**config.mk**
```make
export PLATFORM = sky130hd
export DESIGN_NAME = cesm_top
export DESIGN_NICKNAME = d
export VERILOG_FILES = /design/src/rtl/cesm_pkg.sv /design/src/rtl/cesm_sync.sv /design/src/rtl/cesm_shifter.sv /design/src/rtl/cesm_top.sv
export VERILOG_INCLUDE_DIRS = /design/src /design/src/rtl
export SDC_FILE = /design/constraint.sdc
export NUM_CORES = 1
export LEC_CHECK = 0
export BUFFER_PORTS_ARGS = -buffer_cell sky130_fd_sc_hd__buf_2
export CELL_PAD_IN_SITES_DETAIL_PLACEMENT = 0
export CELL_PAD_IN_SITES_GLOBAL_PLACEMENT = 1
export CORE_MARGIN = 4
export CORE_UTILIZATION = 45
export CTS_CLUSTER_SIZE = 40
export DETAILED_ROUTE_END_ITERATION = 6
export PLACE_DENSITY_LB_ADDON = 0.3
export SYNTH_ARGS = -nofsm -noshare
export SYNTH_HDL_FRONTEND = slang
export SYNTH_HIERARCHICAL = 1
export SYNTH_SLANG_ARGS = --single-unit
```
**constraint.sdc**
```tcl
create_clock -name clk -period 3.8 [get_ports clk]
set_clock_uncertainty 0.15 [all_clocks]
set_input_delay 0.19 -clock clk [delete_from_list [all_inputs] [get_ports clk]]
set_output_delay 0.19 -clock clk [all_outputs]
set_load 0.05 [all_outputs]
```
**src/rtl/cesm_defines.svh**
```systemverilog
// Register indices, field positions and fixed counts of the signalling block.
`ifndef CESM_DEFINES_SVH
`define CESM_DEFINES_SVH
`define CESM_WORD_W      32
`define CESM_RAM_AW      12
`define CESM_MON_LEN     35
`define CESM_MON_WORDS   4
`define CESM_MON_LAST_W  2'h3
`define CESM_IDX_CTRL    14'h2106
`define CESM_IDX_MADR_HI 12'h000
`define CESM_IDX_STAT    14'h0004
`define CESM_IDX_MASK    14'h0005
`define CESM_IDX_ROUTE   14'h0006
`define CESM_IDX_STATE   14'h0007
`define CESM_EQU_HI      7
`define CESM_EQU_LO      5
`define CESM_MON_EN_BIT  1
`define CESM_EQU_RST     3'h0
`define CESM_ROUTE_X     0
`define CESM_ROUTE_Y     1
`define CESM_EV_N        7
`define CESM_EV_ACT      0
`define CESM_EV_XFR      1
`define CESM_EV_PX       2
`define CESM_EV_PY       3
`define CESM_EV_PW       4
`define CESM_EV_PV       5
`define CESM_EV_OVR      6
`define CESM_ST_ACT      0
`define CESM_ST_XFR      1
`define CESM_ST_MON      2
`endif

```
**src/rtl/cesm_pkg.sv**
```systemverilog
// Types shared by the signalling block.
`default_nettype none
`include "cesm_defines.svh"
package cesm_pkg;
  typedef enum logic [1:0] {
    CESM_MON_IDLE  = 2'b00,
    CESM_MON_WAIT  = 2'b01,
    CESM_MON_SHIFT = 2'b10
  } cesm_mon_e_t;

  typedef struct packed {
    logic                                               ack;
    logic [31:0]                                        rdat;
    logic [2:0]                                         equ;
    logic                                               mon_en;
    logic [`CESM_MON_WORDS-1:0][`CESM_RAM_AW-1:0]       madr;
    logic [`CESM_EV_N-1:0]                              stat;
    logic [`CESM_EV_N-1:0]                              mask;
    logic [1:0]                                         route;
    logic                                               act;
    logic                                               xfr;
    logic [3:0]                                         pls;
    logic                                               ck_prev;
    logic [1:0]                                         sidx;
    logic                                               sbusy;
    logic                                               rvalid;
    logic [1:0]                                         ridx;
    logic [`CESM_RAM_AW-1:0]                            raddr;
    logic                                               rd;
    logic [`CESM_MON_WORDS-1:0][`CESM_WORD_W-1:0]       cap;
    logic [`CESM_MON_WORDS-1:0][`CESM_WORD_W-1:0]       snap;
    cesm_mon_e_t                                        mst;
    logic [1:0]                                         widx;
    logic                                               mdat;
    logic                                               mclk;
    logic                                               dx;
    logic                                               dy;
    logic                                               irq;
  } cesm_top_st_t;
endpackage : cesm_pkg
`default_nettype wire

```
**src/rtl/cesm_sync.sv**
```systemverilog
// Two flip-flop synchroniser for levels arriving from outside the clock.
`timescale 1ns/1ps
`default_nettype none
module cesm_sync #(
  parameter int W = 1
) (
  input  wire logic         clk,
  input  wire logic         srst,
  input  wire logic         ce,
  input  wire logic [W-1:0] d,
  output logic      [W-1:0] q
);
  typedef struct packed {
    logic [W-1:0] ff1;
    logic [W-1:0] ff2;
  } cesm_sync_st_t;

  cesm_sync_st_t st_q;
  cesm_sync_st_t st_d;

  // Only the second stage is visible; the first may be metastable.
  always_comb begin
    st_d.ff1 = d;
    st_d.ff2 = st_q.ff1;
  end

  always_ff @(posedge clk) begin
    if (srst) begin
      st_q <= '0;
    end else if (ce) begin
      st_q <= st_d;
    end
  end

  assign q = st_q.ff2;
endmodule : cesm_sync
`default_nettype wire

```
**src/rtl/cesm_shifter.sv**
```systemverilog
// Serialiser for one monitor word: flag bit, data MSB first, then fill.
`timescale 1ns/1ps
`default_nettype none
`include "cesm_defines.svh"
module cesm_shifter #(
  parameter int W   = `CESM_WORD_W,
  parameter int LEN = `CESM_MON_LEN
) (
  input  wire logic         clk,
  input  wire logic         srst,
  input  wire logic         ce,
  input  wire logic         load,
  input  wire logic         adv,
  input  wire logic         clr,
  input  wire logic [W-1:0] word,
  output logic              bit_o,
  output logic              last_o
);
  typedef struct packed {
    logic [W-1:0] sh;
    logic [5:0]   cnt;
    logic         bit_v;
    logic         busy;
  } cesm_sh_st_t;

  cesm_sh_st_t st_q;
  cesm_sh_st_t st_d;
  logic [5:0]  nxt;

  always_comb begin
    st_d = st_q;
    nxt  = st_q.cnt + 6'h1;
    if (clr) begin
      st_d = '0;
    end else if (load) begin
      st_d.sh    = word;
      st_d.cnt   = 6'h0;
      st_d.bit_v = 1'b1;
      st_d.busy  = 1'b1;
    end else if (adv && st_q.busy) begin
      if (last_o) begin
        st_d.busy  = 1'b0;
        st_d.bit_v = 1'b0;
      end else begin
        st_d.cnt = nxt;
        if (nxt <= 6'(W)) begin
          st_d.bit_v = st_q.sh[W-1];
          st_d.sh    = {st_q.sh[W-2:0], 1'b0};
        end else begin
          st_d.bit_v = 1'b0;
        end
      end
    end
  end

  always_ff @(posedge clk) begin
    if (srst) begin
      st_q <= '0;
    end else if (ce) begin
      st_q <= st_d;
    end
  end

  assign bit_o  = st_q.bit_v;
  assign last_o = st_q.busy && (st_q.cnt == 6'(LEN - 1));
endmodule : cesm_shifter
`default_nettype wire

```
**src/rtl/cesm_top.sv**
```systemverilog
// Compute engine signalling to the host and live monitor serial export.
//
// The address map and the Wishbone register port were left to the implementer.
`timescale 1ns/1ps
`default_nettype none
`include "cesm_defines.svh"
module cesm_top (
  input  wire logic                    clk,
  input  wire logic                    srst,
  input  wire logic                    ce,
  input  wire logic                    wb_cyc_i,
  input  wire logic                    wb_stb_i,
  input  wire logic                    wb_we_i,
  input  wire logic [15:0]             wb_adr_i,
  input  wire logic [3:0]              wb_sel_i,
  input  wire logic [31:0]             wb_dat_i,
  output logic      [31:0]             wb_dat_o,
  output logic                         wb_ack_o,
  input  wire logic                    pass_start,
  input  wire logic                    halt_exec,
  input  wire logic                    xfer_start,
  input  wire logic                    sample_strobe,
  input  wire logic                    pulse_x_in,
  input  wire logic                    pulse_y_in,
  input  wire logic                    pulse_w_in,
  input  wire logic                    pulse_v_in,
  output logic      [`CESM_RAM_AW-1:0] ram_addr,
  output logic                         ram_rd,
  input  wire logic [`CESM_WORD_W-1:0] ram_rdata,
  input  wire logic                    mon_ck_in,
  output logic                         engine_active_flag,
  output logic                         output_transfer_flag,
  output logic                         pulse_x,
  output logic                         pulse_y,
  output logic                         pulse_w,
  output logic                         pulse_v,
  output logic      [2:0]              equation_select,
  output logic                         digital_io_x_o,
  output logic                         digital_io_x_oe,
  output logic                         digital_io_y_o,
  output logic                         digital_io_y_oe,
  output logic                         monitor_data_pin,
  output logic                         monitor_clock_pin,
  output logic                         irq
);
  cesm_pkg::cesm_top_st_t st_q;
  cesm_pkg::cesm_top_st_t st_d;

  logic                    ck_s;
  logic                    fall;
  logic                    take;
  logic [13:0]             idx;
  logic [3:0]              pls_in;
  logic [3:0]              lead;
  logic [`CESM_EV_N-1:0]   ev;
  logic                    sh_load;
  logic                    sh_adv;
  logic                    sh_clr;
  logic [1:0]              sh_sel;
  logic                    sh_bit;
  logic                    sh_last;
  logic [`CESM_WORD_W-1:0] sh_word;
  logic [1:0]              nidx;

  function automatic logic [15:0] cesm_merge16(
    input logic [15:0] old,
    input logic [31:0] nw,
    input logic [3:0]  sel
  );
    logic [15:0] r;
    r = old;
    if (sel[0]) begin
      r[7:0] = nw[7:0];
    end
    if (sel[1]) begin
      r[15:8] = nw[15:8];
    end
    return r;
  endfunction : cesm_merge16

  // The monitor clock comes from outside, so it is synchronised first.
  cesm_sync #(
    .W (1)
  ) u_ck_sync (
    .clk  (clk),
    .srst (srst),
    .ce   (ce),
    .d    (mon_ck_in),
    .q    (ck_s)
  );

  cesm_shifter #(
    .W   (`CESM_WORD_W),
    .LEN (`CESM_MON_LEN)
  ) u_shifter (
    .clk    (clk),
    .srst   (srst),
    .ce     (ce),
    .load   (sh_load),
    .adv    (sh_adv),
    .clr    (sh_clr),
    .word   (sh_word),
    .bit_o  (sh_bit),
    .last_o (sh_last)
  );

  assign fall    = st_q.ck_prev && !ck_s;
  assign take    = wb_cyc_i && wb_stb_i && !st_q.ack;
  assign idx     = wb_adr_i[15:2];
  assign pls_in  = {pulse_v_in, pulse_w_in, pulse_y_in, pulse_x_in};
  assign lead    = pls_in & ~st_q.pls;
  assign sh_word = st_q.snap[sh_sel];

  always_comb begin
    st_d    = st_q;
    sh_load = 1'b0;
    sh_adv  = 1'b0;
    sh_clr  = 1'b0;
    sh_sel  = 2'h0;
    nidx    = st_q.widx + 2'h1;
    ev      = '0;

    // Engine pass flags; a halt in the same cycle as a start wins.
    st_d.act = st_q.act;
    if (pass_start) begin
      st_d.act = 1'b1;
    end
    if (xfer_start) begin
      st_d.xfr = 1'b1;
    end
    if (halt_exec) begin
      st_d.act = 1'b0;
      st_d.xfr = 1'b0;
    end
    st_d.pls = pls_in;

    ev[`CESM_EV_ACT] = st_d.act && !st_q.act;
    ev[`CESM_EV_XFR] = st_d.xfr && !st_q.xfr;
    ev[`CESM_EV_PX]  = lead[0];
    ev[`CESM_EV_PY]  = lead[1];
    ev[`CESM_EV_PW]  = lead[2];
    ev[`CESM_EV_PV]  = lead[3];
    // A new pass while the old one has not halted means the pass overran.
    ev[`CESM_EV_OVR] = pass_start && st_q.act && !halt_exec;

    // Register bus slave: answer one cycle after the request.
    st_d.ack = take;
    if (take) begin
      st_d.rdat = 32'h0;
      unique case (idx)
        `CESM_IDX_CTRL: begin
          st_d.rdat[`CESM_EQU_HI:`CESM_EQU_LO] = st_q.equ;
          st_d.rdat[`CESM_MON_EN_BIT]         = st_q.mon_en;
        end
        `CESM_IDX_STAT: begin
          st_d.rdat[`CESM_EV_N-1:0] = st_q.stat;
        end
        `CESM_IDX_MASK: begin
          st_d.rdat[`CESM_EV_N-1:0] = st_q.mask;
        end
        `CESM_IDX_ROUTE: begin
          st_d.rdat[1:0] = st_q.route;
        end
        `CESM_IDX_STATE: begin
          st_d.rdat[`CESM_ST_ACT] = st_q.act;
          st_d.rdat[`CESM_ST_XFR] = st_q.xfr;
          st_d.rdat[`CESM_ST_MON] =
            (st_q.mst != cesm_pkg::CESM_MON_IDLE);
        end
        default: begin
          if (idx[13:2] == `CESM_IDX_MADR_HI) begin
            st_d.rdat[`CESM_RAM_AW-1:0] = st_q.madr[idx[1:0]];
          end
        end
      endcase
      if (wb_we_i) begin
        unique case (idx)
          `CESM_IDX_CTRL: begin
            if (wb_sel_i[0]) begin
              st_d.equ    = wb_dat_i[`CESM_EQU_HI:`CESM_EQU_LO];
              st_d.mon_en = wb_dat_i[`CESM_MON_EN_BIT];
            end
          end
          `CESM_IDX_MASK: begin
            if (wb_sel_i[0]) begin
              st_d.mask = wb_dat_i[`CESM_EV_N-1:0];
            end
          end
          `CESM_IDX_ROUTE: begin
            if (wb_sel_i[0]) begin
              st_d.route = wb_dat_i[1:0];
            end
          end
          default: begin
            if (idx[13:2] == `CESM_IDX_MADR_HI) begin
              st_d.madr[idx[1:0]] = `CESM_RAM_AW'(cesm_merge16(
                16'(st_q.madr[idx[1:0]]), wb_dat_i, wb_sel_i));
            end
          end
        endcase
      end
    end

    // Read clears status, but an event in the same cycle stays set.
    if (take && !wb_we_i && (idx == `CESM_IDX_STAT)) begin
      st_d.stat = ev;
    end else begin
      st_d.stat = st_q.stat | ev;
    end
    st_d.irq = |(st_d.stat & st_d.mask);

    // Sampler: read the four monitored words on a sample strobe that comes while it is not busy.
    st_d.rvalid = st_q.rd;
    st_d.ridx   = st_q.sidx;
    st_d.rd     = 1'b0;
    if (st_q.rvalid) begin
      st_d.cap[st_q.ridx] = ram_rdata;
    end
    if (st_q.sbusy) begin
      if (st_q.sidx == `CESM_MON_LAST_W) begin
        st_d.sbusy = 1'b0;
      end else begin
        st_d.sidx  = st_q.sidx + 2'h1;
        st_d.raddr = st_q.madr[st_q.sidx + 2'h1];
        st_d.rd    = 1'b1;
      end
    end else if (sample_strobe) begin
      st_d.sbusy = 1'b1;
      st_d.sidx  = 2'h0;
      st_d.raddr = st_q.madr[0];
      st_d.rd    = 1'b1;
    end

    // Monitor sequencing runs on falling edges of the sampled clock.
    st_d.ck_prev = ck_s;
    unique case (st_q.mst)
      cesm_pkg::CESM_MON_IDLE: begin
        if (pass_start && st_q.mon_en) begin
          st_d.snap = st_q.cap;
          st_d.mst  = cesm_pkg::CESM_MON_WAIT;
        end
      end
      cesm_pkg::CESM_MON_WAIT: begin
        if (fall) begin
          sh_load   = 1'b1;
          sh_sel    = 2'h0;
          st_d.widx = 2'h0;
          st_d.mst  = cesm_pkg::CESM_MON_SHIFT;
        end
      end
      cesm_pkg::CESM_MON_SHIFT: begin
        if (fall) begin
          if (sh_last && (st_q.widx != `CESM_MON_LAST_W)) begin
            sh_load   = 1'b1;
            sh_sel    = nidx;
            st_d.widx = nidx;
          end else begin
            sh_adv = 1'b1;
            if (sh_last) begin
              st_d.mst = cesm_pkg::CESM_MON_IDLE;
            end
          end
        end
      end
      default: begin
        st_d.mst = cesm_pkg::CESM_MON_IDLE;
      end
    endcase
    // Clearing the enable abandons a word part way; the receiver must
    // discard it by the missing tail.
    if (!st_q.mon_en) begin
      sh_clr   = 1'b1;
      sh_load  = 1'b0;
      sh_adv   = 1'b0;
      st_d.mst = cesm_pkg::CESM_MON_IDLE;
    end
    st_d.mdat = st_q.mon_en &&
                (st_q.mst == cesm_pkg::CESM_MON_SHIFT) && sh_bit;
    st_d.mclk = st_q.mon_en && ck_s;

    // The new route is used so that a pin never drives without its enable.
    st_d.dx = st_d.route[`CESM_ROUTE_X] && pls_in[0];
    st_d.dy = st_d.route[`CESM_ROUTE_Y] && pls_in[1];
  end

  always_ff @(posedge clk) begin
    if (srst) begin
      st_q     <= '0;
      st_q.equ <= `CESM_EQU_RST;
      st_q.mst <= cesm_pkg::CESM_MON_IDLE;
    end else if (ce) begin
      st_q <= st_d;
    end
  end

  assign wb_dat_o             = st_q.rdat;
  assign wb_ack_o             = st_q.ack;
  assign ram_addr             = st_q.raddr;
  assign ram_rd               = st_q.rd;
  assign engine_active_flag   = st_q.act;
  assign output_transfer_flag = st_q.xfr;
  assign pulse_x              = st_q.pls[0];
  assign pulse_y              = st_q.pls[1];
  assign pulse_w              = st_q.pls[2];
  assign pulse_v              = st_q.pls[3];
  assign equation_select      = st_q.equ;
  assign digital_io_x_o       = st_q.dx;
  assign digital_io_x_oe      = st_q.route[`CESM_ROUTE_X];
  assign digital_io_y_o       = st_q.dy;
  assign digital_io_y_oe      = st_q.route[`CESM_ROUTE_Y];
  assign monitor_data_pin     = st_q.mdat;
  assign monitor_clock_pin    = st_q.mclk;
  assign irq                  = st_q.irq;
endmodule : cesm_top
`default_nettype wire

```
* Word-level counts from Yosys, hierarchy flattened *
Cells that the tools add are included.

cells by class
  add/sub/neg operators = 3
  order comparisons = 7
  eq/ne operators = 23
  mux-type cells = 76
  bitwise gates (word level) = 5
  reduce and logical (&&, ||, !) cells = 50

operator list
  operator              number
  $bwmux 128            1
  $mux 40               3
  $mux 32               3
  $bmux 32 s2           1
  $demux 32 s2          1
  $eq 14x3->1 const B   4
  $bmux 12 s2           2
  $bwmux 48             1
  $mux 12               4
  $mux 8                5
  $mux 13               3
  $mux 38               1
  $mux 4                8
  $demux 12 s2          1
  $mux 2                12
  $mux 7                3
  $logic_and 1x1->1     20
  $mux 9                2
  $ne 3x3->1 const B    6
  $reduce_and 5->1      3
  $eq 14x14->1 const B  1
  $mux 1                14
  $logic_not 12->1      1
  $lt 2x3->1 const B    4
  other kinds (33)      60

storage, ports and cells
  flip-flop bits (word level) = 414
  input bits = 99
  output and inout bits = 62
  logic and storage cells = 206

* Depth between registers and ports, before layout *
  word-level depth = 11
  mapped depth = 15
  gate-level depth less buffers = 13

* Cells and area by module *
Netlist, hierarchy kept.

by module, submodules not included
  module        times used  cells an instance  area each (um^2)  sequential area each (um^2)
  cesm_top      1           1867               15382.3           7427.1
  cesm_shifter  1           242                2112.0            800.8
  cesm_sync     1           6                  67.6              40.0

* Worst setup path after synthesis *
Ideal clock, no wire load.

  path type = register -> register
  from = register u_shifter/st_q[3] in the netlist's numbering
  to = register u_shifter/st_q[14] in the netlist's numbering
  library setup time = 0.070 ns
  arrival time = 3.160 ns
  data required time = 3.580 ns
  path slack = 0.420 ns
  stages on the path, launching flop included = 15
  path buffers = 3
  period minus slack after synthesis = 3.380 ns
  cell sequence = dfxtp_1 > ha_1 > nand4b_1 > nor3_1 > and3b_1 > and3_1 > clkbuf_1 > or2_2 > clkbuf_1 > clkbuf_1 > o22ai_1 > a21oi_1 > mux2i_1 > or4_1 > a21oi_1

between the ends
  cells in the longest elaborated chain, start to end = 10
  elaborated cells between the ends (all ways) = 25
  those cells by class = add/sub (1); order compare (1); eq/ne (4); mux (15); reduce/logical (4)

ends and longest elaborated chain
  what                           line                RTL
  start, declared                cesm_shifter.sv:26  cesm_sh_st_t st_q;
  start signal, assigned         cesm_shifter.sv:60  st_q <= st_d;
  $eq 6x6->1                     cesm_shifter.sv:65  assign last_o = st_q.busy && (st_q.cnt == 6'(LEN - 1));
  $logic_and 1x1->1              cesm_shifter.sv:65
  net sh_last                    cesm_top.sv:61      logic sh_last;
  $logic_and 1x1->1              cesm_top.sv:253     if (sh_last && (st_q.widx != `CESM_MON_LAST_W)) begin
  $mux 2                         cesm_top.sv:253
  $mux 2                         cesm_top.sv:252     if (fall) begin
  $mux 2                         -
  $bmux 32 s2                    cesm_top.sv:112     assign sh_word = st_q.snap[sh_sel];
  $mux 32 (implied by the code)  cesm_top.sv:112
  net sh_word[6]                 cesm_top.sv:62      logic [`CESM_WORD_W-1:0] sh_word;
  $mux 40                        cesm_shifter.sv:35  end else if (load) begin
  $mux 40                        cesm_shifter.sv:33  if (clr) begin

The timed path passes the listed nets, and every way through them passes these cells. The select of a mux whose other input is x is not followed.
A chain may end at the register's enable or synchronous reset.

* Worst setup path after layout *
  from = register u_shifter/st_q[3] in the netlist's numbering
  to = register u_shifter/st_q[37] in the netlist's numbering

Same word-level chain as after synthesis.

==> results.yml <==
logic_synthesis:
  async_flop_share_pct: 0
  yosys-top-cells-area: "dfxtp_1, nand2_1, a21oi_1"
  synth_seq_area_share_pct: 47.1
  synthCells: 2115
  synth_top_area_cell: "dfxtp_1"
  yosysMostFrequentCell: "nand2_1"
  synth_top_cell_area_share_pct: 47.1
  synth.distinct_cells: 67
  synth_edf_count: 0
  synth.top_cells.by_count: "nand2_1, dfxtp_1, a21oi_1"
  syn_avg_cell_area_um2: 8.30
  ys_warn_count: 6
  netlist_area_mm2: 0.0176
  ys_seq_elements: 413
  synth_top_flop_cell: "dfxtp_1"
hold_path:
  hp-class: "input pin to flip-flop"
drt:
  routed_wl_um: 47800
  postRouteAntennaNets: 0
  vias_per_cell: 5.44
  dr_total_vias: 14900
  drt_iter0_drc: 1041
  first_pass_iters: 7
  avgRoutedWirePerCell_um: 17.5
  drcViolationCount: 5
die:
  start_util_pct: 45.4
  die_y_um: 206
  die_w_um: 206
  die-area_mm2: 0.0423
  core_mm2: 0.0386
  pin_count: 161
  fp-row-count: 72
critical_path:
  critPathKind: "flip-flop to flip-flop"
  critical_path.cell_chain: "ha_1 > nand4b_1 > nor3_1 > and3b_1 > and3_2 > buf_4 > mux2i_1 > a21oi_1 > mux2i_1 > or4_1 > a21oi_1"
  slowest_stage: "buf_4"
  cp-end-kind: "flip-flop"
  max_stage_delay_ns: 0.48
  critPathMaxFanout: 24
  crit_required_ns: 4.14
  arrival_ns: 3.51
  start_kind: "flip-flop"
sta:
  rsz0062_at_grt: "no"
  tightest_slew_ns: 0.939
  fmax_mhz: 315
  whs_ns: 0.0378
  timing.final.hold_violations: 0
  post-route-period-util_pct: 83.5
  drv_slew: 0
  setup_violations: 0
  setup_tns_ns: 0
  slew_headroom_pct: 37.4
  post-route-min-period_ns: 3.17
  setup_ws_ns: 0.625
clocking:
  htreeDepth: 2
  insertion_delay_ns: 0.57
  cts_setup_buffers: 0
  path_clk_slew_ns: 0.06
  postCtsHoldBufs: 60
  cts_made_buffers: 45
  cts_sinks: 413
  clockRootBuffer: "clkbuf_16"
  cts-resized-gates: 0
  cts_tree: "done"
  cts_max_path_buffers: 3
grt:
  grt_pass1_wl_um: 75900
  grt_pass1_vias: 13900
  gr-total-overflow: 0
  antenna_found_initial: 3
  grt_usage_pct: 22.2
  grt_max_degree: 123
placement:
  place_congestion: 0.835
  port_buffers: 116
  dp.cells: 2591
  preCtsSetupSlack_ns: 0.633
  dp_hpwl_um: 27300
outcome:
  violations: "design-rule violations"
  status: "complete, but fails checks"
power_and_ir_drop:
  power_switching_w: 0.00207
  power_w: 0.00905
  power_frac_comb_pct: 5.1
  power_density_mw_per_mm2: 447
  internal_power_w: 0.00698
  p_sw_share_pct: 22.9
  p_leak_nw: 6.85
  seq_power_share_pct: 48.3
  clkPwrFrac_pct: 46.5
  ir_worst_vdd_mv: 0.410
job:
  cap_viol_max_count: 0
layout:
  layout.cells.non_filler: 2734
  layout-drive-gt1-share_pct: 12.3
  syn_to_final_growth_pct: 15.2
  finalNetCount: 2287
  fill_cells: 3637
## cells by family after synthesis
family / count (synthesis) / synth area share, %
AO/OA/AOI/OAI: 545 / 17.8
adder cells (fa/ha/maj): 8 / 0.570
buffers and inverters: 226 / 6.14
flip-flops: 413 / 47.1
multiplexers: 129 / 9.23
other: 1 / 0.0214
AND/OR/NAND/NOR: 793 / 19.1
## worst max-delay path, delay by kind of cell, from the launching register on
kind | cells | cell delay (ns)
buffers and inverters | 1 | 0.48
multiplexers | 2 | 0.23
flip-flops | 1 | 0.43
AND/OR/NAND/NOR | 5 | 1.24
AO/OA/AOI/OAI | 2 | 0.35
adder cells (fa/ha/maj) | 1 | 0.21
## power groups by stage
| stage | clock network, W | registers (W) | logic [W] |
|---|---|---|---|
| finish | 0.00421 | 0.00437 | 0.000466 |
| global route | 0.00451 | 0.00437 | 0.000500 |
| CTS | 0.00432 | 0.00437 | 0.000465 |
| detailed placement | 0 | 0.00447 | 0.000415 |
| global placement | 0 | 0.00447 | 0.000411 |
| floorplan | 0 | 0.00449 | 0.000267 |
## worst paths after layout
check	slack [ns]	depth (start not counted)	endpoint	from
worst max register to register	0.63	11	u_shifter/st_q[37]$_SDFFE_PP0P_	u_shifter/st_q[3]$_SDFFE_PP0P_
worst max-delay path	0.63	11	u_shifter/st_q[37]$_SDFFE_PP0P_	u_shifter/st_q[3]$_SDFFE_PP0P_
worst min-delay path	0.04	3	st_q[339]$_SDFFE_PP0P_	wb_sel_i[1]
worst min register to register	0.29	2	st_q[105]$_SDFFE_PP0P_	st_q[233]$_SDFFE_PP0P_
## cells in the final DEF, fill, tap and decap left out, types with 34 or more instances in the layout
master,synthesis,layout
a21oi_1,359,359
dfxtp_1,413,413
mux2i_1,99,99
a211oi_1,47,47
o21ai_0,40,40
buf_4,48,34
buf_2,16,115
nor2_1,137,136
nand2_1,550,550
dlygate4sd3_1,0,60
clkbuf_16,0,47
## final cells by class
| cell class | count | area [um^2] | area share, % |
|---|---|---|---|
| clock buffer | 75 | 1350 | 6.68 |
| timing repair buffer | 216 | 1570 | 7.74 |
| antenna | 3 | 7.51 | 0.0371 |
| multi-input combinational | 1495 | 8300 | 41.0 |
| sequential | 413 | 8270 | 40.9 |
| inverter | 9 | 33.8 | 0.167 |
| clock inverter | 5 | 53.8 | 0.266 |
| tap | 518 | 648 | 3.20 |
## state kept, by name (all words and copies together), names as in the netlist, 2 cells and up
name and flops:
u_shifter/st_q 39, st_q 328, equation_select 3, st_d 2, wb_dat_o 12, ram_addr 12
## per-layer routing
| metal | wire, um | vias to the layer above | global-route usage [%] |
|---|---|---|---|
| li1 | - | 7373 | - |
| met1 | 21800 | 7065 | 30.6 |
| met2 | 22600 | 350 | 36.6 |
| met3 | 2230 | 81 | 3.45 |
| met4 | 1120 | 0 | 6.29 |
| met5 | 0 | - | 0 |
## through the flow
step	cell area (um^2)	utilization (%)
after floorplan	17600	-
after global placement	18200	47.1
after detailed placement	18200	47.1
after CTS	20200	52.3
after global routing	20200	52.3
final	20200	52.3
(Power assumes the default switching activity.)
